<file path="config.mk">
export PLATFORM = sky130hd
export DESIGN_NAME = pomf_output_stage
export DESIGN_NICKNAME = d
export VERILOG_FILES = /design/src/shared/pomf_pkg.sv /design/src/core/pomf_output_stage.sv
export SDC_FILE = /design/constraint.sdc
export NUM_CORES = 1
export LEC_CHECK = 0
export ABC_AREA = 1
export BUFFER_PORTS_ARGS = -buffer_cell sky130_fd_sc_hd__buf_2
export CELL_PAD_IN_SITES_DETAIL_PLACEMENT = 1
export CELL_PAD_IN_SITES_GLOBAL_PLACEMENT = 2
export CORE_MARGIN = 5
export CORE_UTILIZATION = 26
export DETAILED_ROUTE_END_ITERATION = 6
export PLACE_DENSITY_LB_ADDON = 0.3
export SYNTH_ARGS = -nofsm -noshare
export SYNTH_HDL_FRONTEND = slang
export SYNTH_SLANG_ARGS = --single-unit
export TNS_END_PERCENT = 50
</file>
<file path="constraint.sdc">
create_clock -name ref_clk_i -period 1.7 [get_ports ref_clk_i]
set_clock_uncertainty 0.05 [all_clocks]
set_input_delay 0.34 -clock ref_clk_i [delete_from_list [all_inputs] [get_ports ref_clk_i]]
set_output_delay 0.34 -clock ref_clk_i [all_outputs]
set_load 0.05 [all_outputs]
</file>
<file path="src/shared/pomf_pkg.sv">
// Purpose: shared constants and carrier types for the pwm output mask/fault/polarity stage
// Assumes: classic wishbone, 32-bit data, one aligned word per register
// Notes:   byte address of a register is four times its index
package pomf_pkg;

   localparam int NUM_CH   = 8;
   localparam int FAULT_CH = 6;
   localparam int ADR_W    = 12;
   localparam int DAT_W    = 32;
   localparam int REG_W    = 8;

   // register indices; byte address = 4 * index
   localparam logic [7:0] IDX_OUTPUT_INVERT = 8'hd6;
   localparam logic [7:0] IDX_FAULT_DATA    = 8'hd7;
   localparam logic [7:0] IDX_CTRL_FIRST    = 8'hd8;
   localparam logic [7:0] IDX_CTRL_SECOND   = 8'hdf;
   localparam logic [7:0] IDX_MASK_ENABLE   = 8'hfb;
   localparam logic [7:0] IDX_MASK_LEVEL    = 8'hfc;

   // field positions
   localparam int POS_GENERATOR_RUN    = 7;
   localparam int POS_FAULT_PIN_ENABLE = 3;
   localparam int POS_FAULT_FLAG       = 7;
   localparam int POS_FAULT_EDGE_SEL   = 6;

   // reset values
   localparam logic [7:0] RST_OUTPUT_INVERT = 8'h00;
   localparam logic [7:0] RST_FAULT_DATA    = 8'h00;
   localparam logic [7:0] RST_CTRL_SECOND   = 8'h00;
   localparam logic [7:0] RST_MASK_ENABLE   = 8'h00;
   localparam logic [7:0] RST_MASK_LEVEL    = 8'h00;
   localparam logic       RST_GEN_RUN       = 1'b0;

   // fault pin filter length in system clock periods
   localparam int         DEBOUNCE_CYC = 8;
   localparam logic [3:0] DEBOUNCE_LAST = 4'(DEBOUNCE_CYC - 1);

   typedef struct packed {
      logic             cyc;
      logic             stb;
      logic             we;
      logic [ADR_W-1:0] adr;
      logic [3:0]       sel;
      logic [DAT_W-1:0] dat;
   } pomf_wb_req_s;

   typedef struct packed {
      logic             ack;
      logic [DAT_W-1:0] dat;
   } pomf_wb_rsp_s;

endpackage : pomf_pkg

</file>
<file path="src/core/pomf_output_stage.sv">
// Purpose: final pwm output stage: software mask, fault brake, per-channel polarity
// Assumes: generator waveform and adc compare event are on ref_clk_i; fault pin is async
// Notes:   registers reached over classic wishbone; pin levels are registered
//
// The implementer's own choice: register access over Wishbone.
`timescale 1ns/100ps
`default_nettype none

// Summary of operation
// - mask enable substitutes mask level for waveform
// - mask level bit chooses forced low/high
// - mask enables reset to zero
// - masked level still passes polarity inversion
// - fault pin acts only when enabled
// - fault forces channels 0-5 to data
// - channels 6,7 hold level at fault
// - fault clears generator run bit
// - fault resets period counter to zero
// - fault sets flag, requests fault interrupt
// - flag cleared by software, brake persists
// - setting run bit releases fault brake
// - edge select chooses falling or rising
// - fault pin filtered over eight clocks
// - adc compare event acts as fault
// - invert bit complements channel pin output
// - invert bits reset to zero
// - run bit is control-first bit seven
module pomf_output_stage (
   input  wire logic                  ref_clk_i,
   input  wire logic                  rst_i,
   input  wire pomf_pkg::pomf_wb_req_s wb_req_i,
   output pomf_pkg::pomf_wb_rsp_s     wb_rsp_o,
   input  wire logic [7:0]            gen_wave_i,
   input  wire logic                  fault_input_pin_i,
   input  wire logic                  adc_cmp_event_i,
   output logic [7:0]                 pwm_pin_o,
   output logic                       generator_run_o,
   output logic                       counter_clear_o,
   output logic                       fault_irq_req_o,
   output logic [7:0]                 pwm_control_second_o
);

   localparam int NCH = pomf_pkg::NUM_CH;
   localparam int FCH = pomf_pkg::FAULT_CH;

   logic [7:0]  invert_ff;
   logic [7:0]  fault_data_ff;
   logic [7:0]  ctrl_second_ff;
   logic [7:0]  mask_en_ff;
   logic [7:0]  mask_lvl_ff;
   logic        run_ff;
   logic        brake_ff;
   logic [7:0]  pin_ff;
   logic [1:0]  hold_ff;
   logic        cnt_clear_ff;
   logic        ack_ff;
   logic [31:0] rdat_ff;
   logic        sync1_ff;
   logic        sync2_ff;
   logic        filt_ff;
   logic [3:0]  stable_cnt_ff;

   logic        req;
   logic        adr_hi_zero;
   logic [7:0]  idx;
   logic        wr_commit;
   logic        wr_invert;
   logic        wr_fault;
   logic        wr_first;
   logic        wr_second;
   logic        wr_mask_en;
   logic        wr_mask_lvl;
   logic [7:0]  wdat;
   logic [31:0] nxt_rdat;
   logic        pin_edge;
   logic        fault_event;
   logic        brake_act;
   logic [7:0]  chan_norm;
   logic [7:0]  chan_sel;
   logic [7:0]  nxt_pin;

   // ------------------------------------------------------------ wishbone slave
   assign req         = wb_req_i.cyc & wb_req_i.stb;
   assign idx         = wb_req_i.adr[9:2];
   assign adr_hi_zero = (wb_req_i.adr[pomf_pkg::ADR_W-1:10] == 2'h0)
                        && (wb_req_i.adr[1:0] == 2'h0);
   assign wdat        = wb_req_i.dat[7:0];
   // write lands on the edge where the master sees ack
   assign wr_commit   = req & ack_ff & wb_req_i.we & wb_req_i.sel[0] & adr_hi_zero;
   assign wr_invert   = wr_commit && (idx == pomf_pkg::IDX_OUTPUT_INVERT);
   assign wr_fault    = wr_commit && (idx == pomf_pkg::IDX_FAULT_DATA);
   assign wr_first    = wr_commit && (idx == pomf_pkg::IDX_CTRL_FIRST);
   assign wr_second   = wr_commit && (idx == pomf_pkg::IDX_CTRL_SECOND);
   assign wr_mask_en  = wr_commit && (idx == pomf_pkg::IDX_MASK_ENABLE);
   assign wr_mask_lvl = wr_commit && (idx == pomf_pkg::IDX_MASK_LEVEL);

   always_ff @(posedge ref_clk_i) begin
      if (rst_i) begin
         ack_ff <= 1'b0;
      end else begin
         ack_ff <= req & ~ack_ff;
      end
   end

   always_comb begin
      nxt_rdat = 32'h0000_0000;
      if (adr_hi_zero) begin
         unique case (idx)
            pomf_pkg::IDX_OUTPUT_INVERT: nxt_rdat[7:0] = invert_ff;
            pomf_pkg::IDX_FAULT_DATA:    nxt_rdat[7:0] = fault_data_ff;
            pomf_pkg::IDX_CTRL_FIRST:    nxt_rdat[pomf_pkg::POS_GENERATOR_RUN] = run_ff;
            pomf_pkg::IDX_CTRL_SECOND:   nxt_rdat[7:0] = ctrl_second_ff;
            pomf_pkg::IDX_MASK_ENABLE:   nxt_rdat[7:0] = mask_en_ff;
            pomf_pkg::IDX_MASK_LEVEL:    nxt_rdat[7:0] = mask_lvl_ff;
            default:                     nxt_rdat = 32'h0000_0000;
         endcase
      end
   end

   always_ff @(posedge ref_clk_i) begin
      if (rst_i) begin
         rdat_ff <= 32'h0000_0000;
      end else if (req & ~ack_ff) begin
         rdat_ff <= nxt_rdat;
      end
   end

   // one driver for the whole response struct
   assign wb_rsp_o = '{ack: ack_ff, dat: rdat_ff};

   // ------------------------------------------------------------ plain registers
   always_ff @(posedge ref_clk_i) begin
      if (rst_i) begin
         invert_ff <= pomf_pkg::RST_OUTPUT_INVERT;
      end else if (wr_invert) begin
         invert_ff <= wdat;
      end
   end

   always_ff @(posedge ref_clk_i) begin
      if (rst_i) begin
         mask_en_ff  <= pomf_pkg::RST_MASK_ENABLE;
         mask_lvl_ff <= pomf_pkg::RST_MASK_LEVEL;
      end else begin
         if (wr_mask_en) begin
            mask_en_ff <= wdat;
         end
         if (wr_mask_lvl) begin
            mask_lvl_ff <= wdat;
         end
      end
   end

   always_ff @(posedge ref_clk_i) begin
      if (rst_i) begin
         ctrl_second_ff <= pomf_pkg::RST_CTRL_SECOND;
      end else if (wr_second) begin
         ctrl_second_ff <= wdat;
      end
   end

   assign pwm_control_second_o = ctrl_second_ff;

   // ------------------------------------------------------------ fault pin filter
   // first stage feeds only the second stage
   always_ff @(posedge ref_clk_i) begin
      if (rst_i) begin
         sync1_ff <= 1'b0;
         sync2_ff <= 1'b0;
      end else begin
         sync1_ff <= fault_input_pin_i;
         sync2_ff <= sync1_ff;
      end
   end

   // new level must persist the whole window; shorter glitches are dropped
   always_ff @(posedge ref_clk_i) begin
      if (rst_i) begin
         filt_ff       <= 1'b0;
         stable_cnt_ff <= 4'h0;
      end else if (sync2_ff == filt_ff) begin
         stable_cnt_ff <= 4'h0;
      end else if (stable_cnt_ff == pomf_pkg::DEBOUNCE_LAST) begin
         filt_ff       <= sync2_ff;
         stable_cnt_ff <= 4'h0;
      end else begin
         stable_cnt_ff <= stable_cnt_ff + 4'h1;
      end
   end

   // edge of the filtered level in the chosen direction
   assign pin_edge = (sync2_ff != filt_ff)
                     && (stable_cnt_ff == pomf_pkg::DEBOUNCE_LAST)
                     && (sync2_ff == fault_data_ff[pomf_pkg::POS_FAULT_EDGE_SEL])
                     && ctrl_second_ff[pomf_pkg::POS_FAULT_PIN_ENABLE];

   assign fault_event = pin_edge | adc_cmp_event_i;

   // ------------------------------------------------------------ fault / run state
   // a fault in the same cycle as a run write wins, so the brake is never missed
   always_ff @(posedge ref_clk_i) begin
      if (rst_i) begin
         run_ff <= pomf_pkg::RST_GEN_RUN;
      end else if (fault_event) begin
         run_ff <= 1'b0;
      end else if (wr_first) begin
         run_ff <= wdat[pomf_pkg::POS_GENERATOR_RUN];
      end
   end

   always_ff @(posedge ref_clk_i) begin
      if (rst_i) begin
         brake_ff <= 1'b0;
      end else if (fault_event) begin
         brake_ff <= 1'b1;
      end else if (wr_first && wdat[pomf_pkg::POS_GENERATOR_RUN]) begin
         brake_ff <= 1'b0;
      end
   end

   // flag: set wins over clear; clearing leaves the brake untouched
   always_ff @(posedge ref_clk_i) begin
      if (rst_i) begin
         fault_data_ff <= pomf_pkg::RST_FAULT_DATA;
      end else begin
         if (wr_fault) begin
            fault_data_ff[6:0] <= wdat[6:0];
         end
         if (fault_event) begin
            fault_data_ff[pomf_pkg::POS_FAULT_FLAG] <= 1'b1;
         end else if (wr_fault && !wdat[pomf_pkg::POS_FAULT_FLAG]) begin
            fault_data_ff[pomf_pkg::POS_FAULT_FLAG] <= 1'b0;
         end
      end
   end

   always_ff @(posedge ref_clk_i) begin
      if (rst_i) begin
         cnt_clear_ff <= 1'b0;
      end else begin
         cnt_clear_ff <= fault_event;
      end
   end

   assign generator_run_o = run_ff;
   assign counter_clear_o = cnt_clear_ff;
   assign fault_irq_req_o = fault_data_ff[pomf_pkg::POS_FAULT_FLAG];

   // ------------------------------------------------------------ channel path
   assign brake_act = brake_ff | fault_event;

   // upper channels freeze their pre-polarity level at the fault moment
   always_ff @(posedge ref_clk_i) begin
      if (rst_i) begin
         hold_ff <= 2'h0;
      end else if (fault_event && !brake_ff) begin
         hold_ff <= chan_norm[NCH-1:FCH];
      end
   end

   genvar n;
   generate
      for (n = 0; n < NCH; n++) begin : g_ch
         assign chan_norm[n] = mask_en_ff[n] ? mask_lvl_ff[n]
                                             : gen_wave_i[n];
         if (n < FCH) begin : g_fault
            assign chan_sel[n] = brake_act ? fault_data_ff[n] : chan_norm[n];
         end else begin : g_hold
            assign chan_sel[n] = !brake_act ? chan_norm[n]
                               : brake_ff  ? hold_ff[n-FCH]
                                           : chan_norm[n];
         end
      end
   endgenerate

   // polarity applied last, so forced and masked levels invert too
   assign nxt_pin = chan_sel ^ invert_ff;

   always_ff @(posedge ref_clk_i) begin
      if (rst_i) begin
         pin_ff <= 8'h00;
      end else begin
         pin_ff <= nxt_pin;
      end
   end

   assign pwm_pin_o = pin_ff;
endmodule : pomf_output_stage

`default_nettype wire

</file>
# [Yosys cells after proc, flatten, opt, wreduce, memory -nomap -nowiden]
# Cells that the tools add are included.
[word_totals] out_inout_bits=52 reg_bits=93
[classes] n_addsub=1 n_eq_ne=10 bitwise_logic=11 muxes=25 n_reduce_logical=22
[ops] operator="$eq A8 B8 Y1 const B" count=6
[ops] operator="$pmux W7 S5" count=1
[ops] operator="$mux W1" count=22
[ops] operator="$logic_and A1 B1 Y1" count=13
[ops] operator="$mux W8" count=1
[ops] operator="$xor A8 B8 Y8" count=1
[ops] operator="$and A1 B1 Y1" count=6
[ops] operator="$pmux W1 S6" count=1
[ops] operator="$add A4 B1 Y4 const B" count=1
[ops] operator="$eq A4 B3 Y1 const B" count=1
[ops] operator="$logic_not A2 Y1" count=2
[ops] operator="$reduce_bool A2 Y1" count=2
[ops] operator="$reduce_or A3 Y1" count=1
[ops] operator="$eq A1 B1 Y1" count=2
[ops] operator="$logic_not A1 Y1" count=2
[ops] operator="$not A1 Y1" count=2
[ops] operator="$or A1 B1 Y1" count=2
[ops] operator="$reduce_and A2 Y1" count=1
[ops] operator="$reduce_or A2 Y1" count=1
[ops] operator="$ne A1 B1 Y1" count=1

# [Logic depth before layout (Yosys ltp)]
# Gate-level depths: netlist of run 1.
[depth] depth_word=9 depth_mapped=10

# [Worst setup path before layout of run 1]
# Ideal clock, no wire load.
[synth_path] path_type="flip-flop to flip-flop" startpoint="register ctrl_second_ff[3] (netlist: pwm_control_second_o[3])" endpoint="register pin_ff[0] (netlist: pwm_pin_o[0])" path_stages_with_launch=8 slack_ps=117 arrival_ps=1418 path_cell_list="dfxtp_1 -> nand2_1 -> nor2_1 -> nand2_1 -> nand3_1 -> nand2_1 -> a21oi_1 -> nor2_1"
[synth_between] elab_chain_len=5
[synth_rtl] item="start, declared" line="pomf_output_stage.sv:48" rtl="logic [7:0] ctrl_second_ff;"
[synth_rtl] item="start signal, assigned" line="pomf_output_stage.sv:156" rtl="ctrl_second_ff <= pomf_pkg::RST_CTRL_SECOND;"
[synth_rtl] item="start signal, assigned" line="pomf_output_stage.sv:158" rtl="ctrl_second_ff <= wdat;"
[synth_rtl] item="$logic_and A1 B1 Y1" line="pomf_output_stage.sv:195" rtl="&& ctrl_second_ff[pomf_pkg::POS_FAULT_PIN_ENABLE];"
[synth_rtl] item="$or A1 B1 Y1" line="pomf_output_stage.sv:197" rtl="assign fault_event = pin_edge | adc_cmp_event_i;"
[synth_rtl] item="$or A1 B1 Y1" line="pomf_output_stage.sv:250" rtl="assign brake_act = brake_ff | fault_event;"
[synth_rtl] item="$mux W1" line="pomf_output_stage.sv:267" rtl="assign chan_sel[n] = brake_act ? fault_data_ff[n] : chan_norm[n];"
[synth_rtl] item="$xor A8 B8 Y8" line="pomf_output_stage.sv:277" rtl="assign nxt_pin = chan_sel ^ invert_ff;"
[synth_rtl] item="end signal, assigned" line="pomf_output_stage.sv:283" rtl="pin_ff <= nxt_pin;"
[synth_rtl] item="end, declared" line="pomf_output_stage.sv:53" rtl="logic [7:0] pin_ff;"
# No other way between the ends.
# A chain may end at the register's enable or synchronous reset.

# [Final worst setup path of run 1]
[layout_path] startpoint="register ack_ff" endpoint="register mask_en_ff[6]"
[layout_between] elab_chain_len=5
[layout_rtl] item="start, declared" line="pomf_output_stage.sv:56" rtl="logic ack_ff;"
[layout_rtl] item="start signal, assigned" line="pomf_output_stage.sv:101" rtl="ack_ff <= req & ~ack_ff;"
[layout_rtl] item="$and A1 B1 Y1 (4 in a row)" line="pomf_output_stage.sv:89" rtl="assign wr_commit = req & ack_ff & wb_req_i.we & wb_req_i.sel[0] & adr_hi_zero;"
[layout_rtl] item="$logic_and A1 B1 Y1" line="pomf_output_stage.sv:94" rtl="assign wr_mask_en = wr_commit && (idx == pomf_pkg::IDX_MASK_ENABLE);"
[layout_rtl] item="end signal, assigned" line="pomf_output_stage.sv:142" rtl="mask_en_ff <= pomf_pkg::RST_MASK_ENABLE;"
[layout_rtl] item="end signal, assigned" line="pomf_output_stage.sv:146" rtl="mask_en_ff <= wdat;"
[layout_rtl] item="end, declared" line="pomf_output_stage.sv:49" rtl="logic [7:0] mask_en_ff;"
# No other way between the ends.

==> results of run 1 <==
==> cell families (layout without fill, tap and decap cells) <==
kind of cell,Yosys count,count (layout),synth area share [%]
other,1,24,0.112
adders and majority gates,1,1,0.374
xor gates and xnor gates,2,2,0.524
and+or+nand+nor,263,263,33.9
AOI/OAI and AO/OA,78,78,11.8
buffers and inverters,79,140,12.0
DFF,69,69,41.3
==> cell usage in the layout, fill, tap and decap left out, types with 3 or more instances in the layout <==
master,netlist,layout
o21ai_0,20,20
conb_1,1,24
buf_12,0,3
nor2_1,37,36
dfxtp_1,69,69
nand4_1,7,7
nand3_1,50,49
a21oi_1,57,57
clkbuf_16,0,9
nand2_1,155,155
buf_4,25,16
nand3_2,5,6
nor2_2,5,6
inv_1,38,37
buf_2,3,63
clkinv_2,0,4
==> state kept, by name (all words and copies together), names as in the netlist, 2 cells and up <==
| name | flops |
|---|---|
| mask_en_ff | 8 |
| mask_lvl_ff | 8 |
| pwm_pin_o | 8 |
| invert_ff | 8 |
| stable_cnt_ff | 4 |
| rdat_ff | 8 |
| fault_data_ff | 8 |
| hold_ff | 2 |
| pwm_control_second_o | 8 |
==> synth_stat cells <==
master	count
and2_1	1
inv_2	4
nand4_1	7
nor2_1	37
or2_2	2
nand3_2	5
a211oi_1	1
a21oi_1	57
nand2_1	155
inv_1	38
nand3_1	50
dfxtp_1	69
clkbuf_1	8
buf_6	1
conb_1	1
xnor2_1	1
xor2_1	1
buf_4	25
nor2_2	5
nor3_4	1
o21ai_0	20
ha_1	1
buf_2	3
==> final cells by class <==
type | count | area [µm²]
fillers | 1669 | 8410
clock inverters | 5 | 50.0
flip-flops and latches | 69 | 1380
clock buffers | 11 | 243
inverters | 42 | 169
multi-input cells | 368 | 1650
well taps | 172 | 215
repair buffers | 82 | 495
==> final timing paths <==
| check | cells past startpoint | from | endpoint |
|---|---|---|---|
| worst max-delay path | 7 | ack_ff | mask_en_ff[6] |
| worst min-delay path | 3 | fault_input_pin_i | sync1_ff |
| worst max register to register | 7 | ack_ff | mask_en_ff[6] |
| worst min register to register | 2 | sync1_ff | sync2_ff |
==> power by group through the flow <==
stage,logic (mW),clock network (mW),registers [mW]
final,0.426,1.87,1.65
after global routing,0.461,1.99,1.66
after CTS,0.428,1.93,1.65
after detailed placement,0.427,0,1.69
after global placement,0.421,0,1.69
after floorplan,0.282,0,1.74
==> tightest hold or removal path, stage by stage <==
cell and delay, ns:
buf_2 0.09, inv_1 0.04, nor2_1 0.03
==> layer usage <==
metal  up-vias  track usage, %  part of all wire (%)
met2        66            25.7                    48
li1       1700               -                     -
met3        14            2.06                   3.8
met4         0            5.95                   1.8
met5         -               0                     0
met1      1535            19.4                    47
==> results.cfg, run 1 <==
[outcome]
status = finished, final reports clean

[cts]
cts_tree = done
cts_buffers = 9
clock_latency_ns = 0.33
holdBufCountCts = 0
cts-root-buf = clkbuf_16
h-tree-depth = 3
cts_resized = 0
clock-sinks = 69
clk_path_buf_depth = 2
path_clk_slew_ns = 0.05
post_cts_buffers = 0

[die]
ioPinCount = 115
start_util_pct = 26.5
coreArea_mm2 = 0.0126
dieArea_mm2 = 0.0152
core.rowCount = 41
die_h_um = 123
die_w_um = 123

[drt]
drt-initial-drc-count = 133
drc = 0
vias = 3315
viasPerCell = 4.43
firstDrtPassIters = 4
wl_per_cell_um = 14.7
wl_um = 11000
ant_nets = 0

[critical_path]
cpMostUsedCell = buf_4
worst-path-max-fanout = 6
critPathKind = register to register
path_cells = nand3_1 > nor3_4 > buf_4 > nand3_2 > buf_4 > nand2_1 > a21oi_1
cp_num_buf_inv = 2
reg2reg_slack_ns = 0.13
crit_family = simple AND/OR/NAND/NOR gates
end_kind = register
crit_required_ns = 1.84
worstSetupStartpointType = register
arrival_ns = 1.71
slowest_stage = dfxtp_1
slowest_delay_ns = 0.34

[timing]
min_period_ns = 1.57
fin_crit_sh_pct = 92.3
worstMarginPinSlew_ns = 0.561
max_slew_margin_pct = 62.6
slew_viol_final = 0
hold_ws_ns = 0.166
max_freq_mhz = 637
fin_setup_tns_ns = 0
finalHoldViolations = 0
setup_viol = 0
setup_ws_ns = 0.130
rsz0062_at_grt = yes

[power]
p_int_mw = 2.90
power_leakage_nw = 1.77
p_comb_share_pct = 10.8
p_switching_mw = 1.05
vdd_ir_drop_max_uv = 370
clkPwrFrac_pct = 47.3
seqPwrFrac_pct = 41.9
switching_share_pct = 26.5
p_per_area_mw_per_mm2 = 938
total_power_mw = 3.95

[placement]
dpl.hpwl_um = 8580
placed_area_mm2 = 0.00389
dp_slack_ns = -0.0169
place_inst = 733
globalplace.congestion = 0.800
io_buffer_count = 63

[global_route]
grt_overflow_total = 0
antenna_found_initial = 0
grt_pass1_vias = 3442
grt_max_degree = 49
grt_pass1_wl_um = 17600
grt_usage_pct = 15.1

[finish]
antenna_cells = 0
fin_util_pct = 33.3
syn_to_final_growth_pct = 25.9
fin_cells = 749
final_cell_area_mm2 = 0.00421
drive_gt1_share_pct = 20.3
num-nets-final = 636

[synth]
yosys_warnings = 0
yosysSeqAreaShare_pct = 41.3
ys_top_cells_by_area = dfxtp_1 (41%), nand2_1 (17%), a21oi_1 (8.5%), nand3_1 (7.5%), buf_4 (5.6%)
avgSynthCellArea_um2 = 6.78
synth_top_area_share_pct = 41.3
syn-cell-area_mm2 = 0.00334
syn_inst = 493
synth_seq_cells = 69
ys_types = 23
synth_top_area_cell = dfxtp_1

[flow_run]
max-cap-violations = 0

[worst_hold_path]
min_path_type = primary input to register
No activity file was read; power rests on OpenSTA's default activity.
==> run 2: changes to the inputs <==
Settings changed: CORE_MARGIN 5 to 1.
Clock period 1.7 ns to 1.5 ns, I/O delays scaled along.
==> run 2 against run 1 <==
Critical path depth unchanged. Maximum frequency up 7.6%. Setup slack worse by 0.090 ns. Global-route usage up 2.2 points. Via count up 3.7%. Sequential share of layout area down 2.4 points. Flip-flop and latch count unchanged. Clock power up 5%. Critical endpoint is now invert_ff[7].
==> results.cfg, run 2 (synthesis results as in run 1) <==
[cts]
clk_path_buf_depth = 2
cts_tree = done
path_clk_slew_ns = 0.06
h-tree-depth = 3
clock_latency_ns = 0.34
cts_buffers = 9
cts-root-buf = clkbuf_16
clock-sinks = 69
holdBufCountCts = 0

[finish]
multi_input_area_mm2 = 0.00180
seqCellArea_mm2 = 0.00139
final_cell_mix = nand2_1 (137), dfxtp_1 (64), buf_2 (63)
final_cell_area_mm2 = 0.00456
drive_gt1_share_pct = 28.7
num-nets-final = 656
fin_cells = 767
antenna_cells = 0
mostFrequentLayoutCell = nand2_1
syn_to_final_growth_pct = 36.4
nFillCells = 1582

[drt]
ant_nets = 0
met2_length_um = 5570
routed.top_layer = met4
wl_um = 11000
vias = 3438
viasPerCell = 4.48
wl_per_cell_um = 14.3
wl_met1_um = 4860
drc = 0
firstDrtPassIters = 4
drt-initial-drc-count = 124
wl_met3_um = 412

[critical_path]
worst-path-max-fanout = 5
cpMostUsedCell = buf_6
slowest_delay_ns = 0.34
end_kind = register
r2r_start = ack_ff
cp_num_buf_inv = 2
arrival_ns = 1.60
crit_required_ns = 1.64
slowest_stage = dfxtp_2
reg2reg_slack_ns = 0.04
path_cells = nand3_2 > nor3_4 > buf_6 > nand3_4 > buf_6 > nand2_1 > a21oi_1
r2r_end = invert_ff[7]
critPathKind = register to register
worstSetupStartpointType = register
r2r_cells = 7
crit_family = simple AND/OR/NAND/NOR gates

[die]
start_util_pct = 26.6
die_h_um = 115
coreArea_mm2 = 0.0126
die_w_um = 115
core.rowCount = 41
ioPinCount = 115
dieArea_mm2 = 0.0133

[global_route]
grt_usage_pct = 17.4
grt_pass1_wl_um = 17300
antenna_found_initial = 0
grt_max_degree = 52
grt_pass1_vias = 3406
grt_overflow_total = 0

[placement]
place_inst = 752
io_buffer_count = 63
dpl.hpwl_um = 8400
globalplace.congestion = 0.758
placed_area_mm2 = 0.00406

[power]
vdd_ir_drop_max_uv = 588
p_comb_share_pct = 11.8
clkPwrFrac_pct = 45.1
power_leakage_nw = 1.89
p_int_mw = 3.18
total_power_mw = 4.35
p_per_area_mw_per_mm2 = 955
p_switching_mw = 1.17
seqPwrFrac_pct = 43.1
switching_share_pct = 27.0

[worst_hold_path]
hold_start = fault_input_pin_i
min_path_type = primary input to register
hold_end = sync1_ff
hold_path_depth = 3

[timing]
finalHoldViolations = 0
hold_ws_ns = 0.121
slew_viol_final = 0
max_freq_mhz = 685
worstMarginPinSlew_ns = 0.617
max_slew_margin_pct = 58.9
min_period_ns = 1.46
rsz0062_at_grt = yes
fin_crit_sh_pct = 97.3
setup_viol = 0

[flow_run]
max-cap-violations = 0

[outcome]
status = finished, final reports clean
## run 2: area by class of cell
class                      instances  share of cell area [%]
tap                              172                    4.72
sequential                        69                    30.5
timing repair buffer             102                    15.5
clock buffer                      12                    5.63
multi-input combinational        368                    39.6
inverter                          42                    3.85
clock inverter                     2                   0.220
## run 2: worst max-delay path by stage
stage,startpoint,to,slack (ns),depth (start not counted)
3_5_place_dp,wb_req_i[47],pwm_control_second_o[3],-0.16,9
2_1_floorplan,stable_cnt_ff[0],pwm_pin_o[0],0.005,8
5_1_grt,ack_ff,invert_ff[7],-0.04,7
3_3_place_gp,wb_req_i[37],pwm_control_second_o[3],-0.11,9
6_report,ack_ff,invert_ff[7],0.04,7
4_1_cts,ack_ff,pwm_control_second_o[3],0.008,7
## run 2: timing repair
| item | 4_1_cts | 5_1_grt |
|---|---|---|
| endpoints found under the setup margin | 40 | 49 |
| gates resized for setup | 6 | 57 |
| pin swaps | 2 | 8 |
| buffers inserted | 0 | 1 |
| hold endpoints to repair | 0 | 0 |
## run 2: power by group through the flow
stage / Sequential (mW) / Combinational [mW] / Clock, mW
2_1_floorplan: 1.97 / 0.319 / 0
3_3_place_gp: 1.91 / 0.498 / 0
3_5_place_dp: 1.91 / 0.506 / 0
4_1_cts: 1.87 / 0.510 / 2.03
5_1_grt: 1.88 / 0.552 / 2.10
6_report: 1.88 / 0.514 / 1.96
## run 2: routing by layer
layer  track usage (%)  vias to the layer above
met2              31.2                       68
met1              20.8                     1613
met4              5.02                        0
met5                 0                        -
li1                  -                     1747
met3              3.43                       10
## run 2: worst reg2reg max path: stages (launching register included)
cell,delay [ns]
dfxtp_2,0.34
nand3_2,0.08
nor3_4,0.25
buf_6,0.20
nand3_4,0.13
buf_6,0.16
nand2_1,0.05
a21oi_1,0.06
## run 2: per-stage QoR
step	util, %	setup TNS (ns)	setup slack [ns]
6_report	36.2	0	0.0404
5_1_grt	36.2	-0.793	-0.0421
4_1_cts	34.6	0	0.00793
3_5_place_dp	32.3	-4.41	-0.158
3_3_place_gp	32.3	-2.23	-0.111
2_1_floorplan	-	0	0.00548
==> run 3: changes to the inputs <==
Settings changed: PLACE_DENSITY_LB_ADDON 0.3 to 0.1, SETUP_SLACK_MARGIN set to 0.3, SKIP_LAST_GASP set to 1.
==> run 3 against run 2 <==
Clock-buffer cell count did not move. Critical path type is now register to primary output. First-iteration DRC count decreased by 30%. Routed wire length rose by 4.3%. Utilization rose by 5.8 points. Design area rose by 16%. Total power rose by 1.7%. Hold slack got worse by 0.0095 ns. Largest power group unchanged. Die area did not move.
==> results.cfg, run 3 (synthesis results as in run 1) <==
[timing]
finalHoldViolations = 0
setup_viol = 0
rsz0062_at_grt = yes
min_period_ns = 1.39
slew_viol_final = 0
fin_crit_sh_pct = 92.6
max_freq_mhz = 720
setup_ws_ns = 0.111

[finish]
fin_util_pct = 42.1
multi_input_area_mm2 = 0.00236
drive_gt1_share_pct = 50.7
antenna_cells = 0
num-nets-final = 666
nFillCells = 1507
syn_to_final_growth_pct = 58.2
mostFrequentLayoutCell = nand2_1
final_cell_area_mm2 = 0.00529
seqCellArea_mm2 = 0.00142
fin_cells = 779
final_cell_mix = nand2_1 (75), buf_2 (60), dfxtp_1 (54)

[cts]
h-tree-depth = 3
cts-root-buf = clkbuf_16
path_clk_slew_ns = 0.06
clock_latency_ns = 0.34
cts_tree = done
clk_path_buf_depth = 2
cts_buffers = 9
clock-sinks = 69

[placement]
dpl.hpwl_um = 8400
globalplace.congestion = 0.749
dp_slack_ns = -0.0429
place_inst = 748
placed_area_mm2 = 0.00415
io_buffer_count = 63

[global_route]
grt_max_degree = 53
antenna_found_initial = 0
grt_overflow_total = 0
grt_pass1_wl_um = 17600
grt_pass1_vias = 3490
grt_usage_pct = 17.8

[critical_path]
worst-path-max-fanout = 3
crit_family = flip-flops
crit_required_ns = 1.15
arrival_ns = 1.04
slowest_delay_ns = 0.41
worstSetupStartpointType = register
end_kind = primary output
critPathKind = register to primary output
path_cells = buf_2
reg2reg_slack_ns = 0.11
cp_num_buf_inv = 1
slowest_stage = dfxtp_1

[die]
dieArea_mm2 = 0.0133
die_w_um = 115
die_h_um = 115
coreArea_mm2 = 0.0126
start_util_pct = 26.6
ioPinCount = 115
core.rowCount = 41

[power]
vdd_ir_drop_max_uv = 428
p_per_area_mw_per_mm2 = 837
power_leakage_nw = 2.09

[flow_run]
max-cap-violations = 0

[worst_hold_path]
min_path_type = primary input to register

[drt]
ant_nets = 0
drt-initial-drc-count = 87
vias = 3519
viasPerCell = 4.52
drc = 0
wl_per_cell_um = 14.7
wl_um = 11400
firstDrtPassIters = 4

[outcome]
status = finished, final reports clean
[run 3: cell count changes in the layout (fill, tap and decap cells not counted), moves of 6 or more]
cell,before,now
nand2_2,18,49
nand2_1,137,75
dfxtp_1,64,54
nor2_4,1,10
nor2_1,32,26
dfxtp_4,0,6
a21oi_1,52,18
o21ai_1,0,7
a21oi_2,5,38
o21ai_0,20,9
buf_4,24,32
nand2_4,0,31
[run 3: cell type report]
type | instances | area share [%]
clock inverters | 4 | 0.473
well taps | 172 | 4.07
repair buffers | 111 | 15.6
clock buffers | 12 | 4.66
repair inverters | 1 | 0.0947
inverters | 42 | 3.67
multi-input cells | 368 | 44.7
flip-flops and latches | 69 | 26.8
[run 3: per-layer routing]
| metal | vias up | part of all wire [%] | GRT usage [%] |
|---|---|---|---|
| met5 | - | 0 | 0 |
| met4 | 0 | 1.5 | 7.53 |
| met3 | 9 | 2.7 | 2.32 |
| met2 | 60 | 50 | 31.1 |
| met1 | 1673 | 45 | 22.0 |
| li1 | 1777 | - | - |
[run 3: power by group]
part / total [mW] / internal, mW / switching, mW / leakage (nW)
Sequential: 1.87 / 1.85 / 0.0170 / 0.568
Combinational: 0.588 / 0.152 / 0.436 / 1.39
Clock: 1.96 / 1.16 / 0.805 / 0.129
[run 3: through the flow]
stage / total power, mW / TNS [ns] / hold slack, ns
6_report: 4.42 / 0 / 0.111
5_1_grt: 4.62 / 0 / 0.145
4_1_cts: 4.44 / 0 / 0.104
3_5_place_dp: 2.43 / -0.548 / 0.356
3_3_place_gp: 2.42 / -0.429 / 0.343
2_1_floorplan: 2.31 / 0 / 0.338
[run 3: worst paths after layout]
kind              cells after the start                       to                    start
hold / removal                        3                 sync1_ff        fault_input_pin_i
hold reg to reg                       2                 sync2_ff                 sync1_ff
setup / recovery                      1  pwm_control_second_o[1]  pwm_control_second_o[1]
setup reg to reg                      9             pwm_pin_o[3]                 sync2_ff
[run 3: timing repair]
action / CTS / global route
buffers inserted: 6 / 8
pin swaps: 39 / 39
hold buffers: 0 / 0
resized for setup: 101 / 133
setup endpoints to repair: 89 / 89
gates cloned: 0 / 1
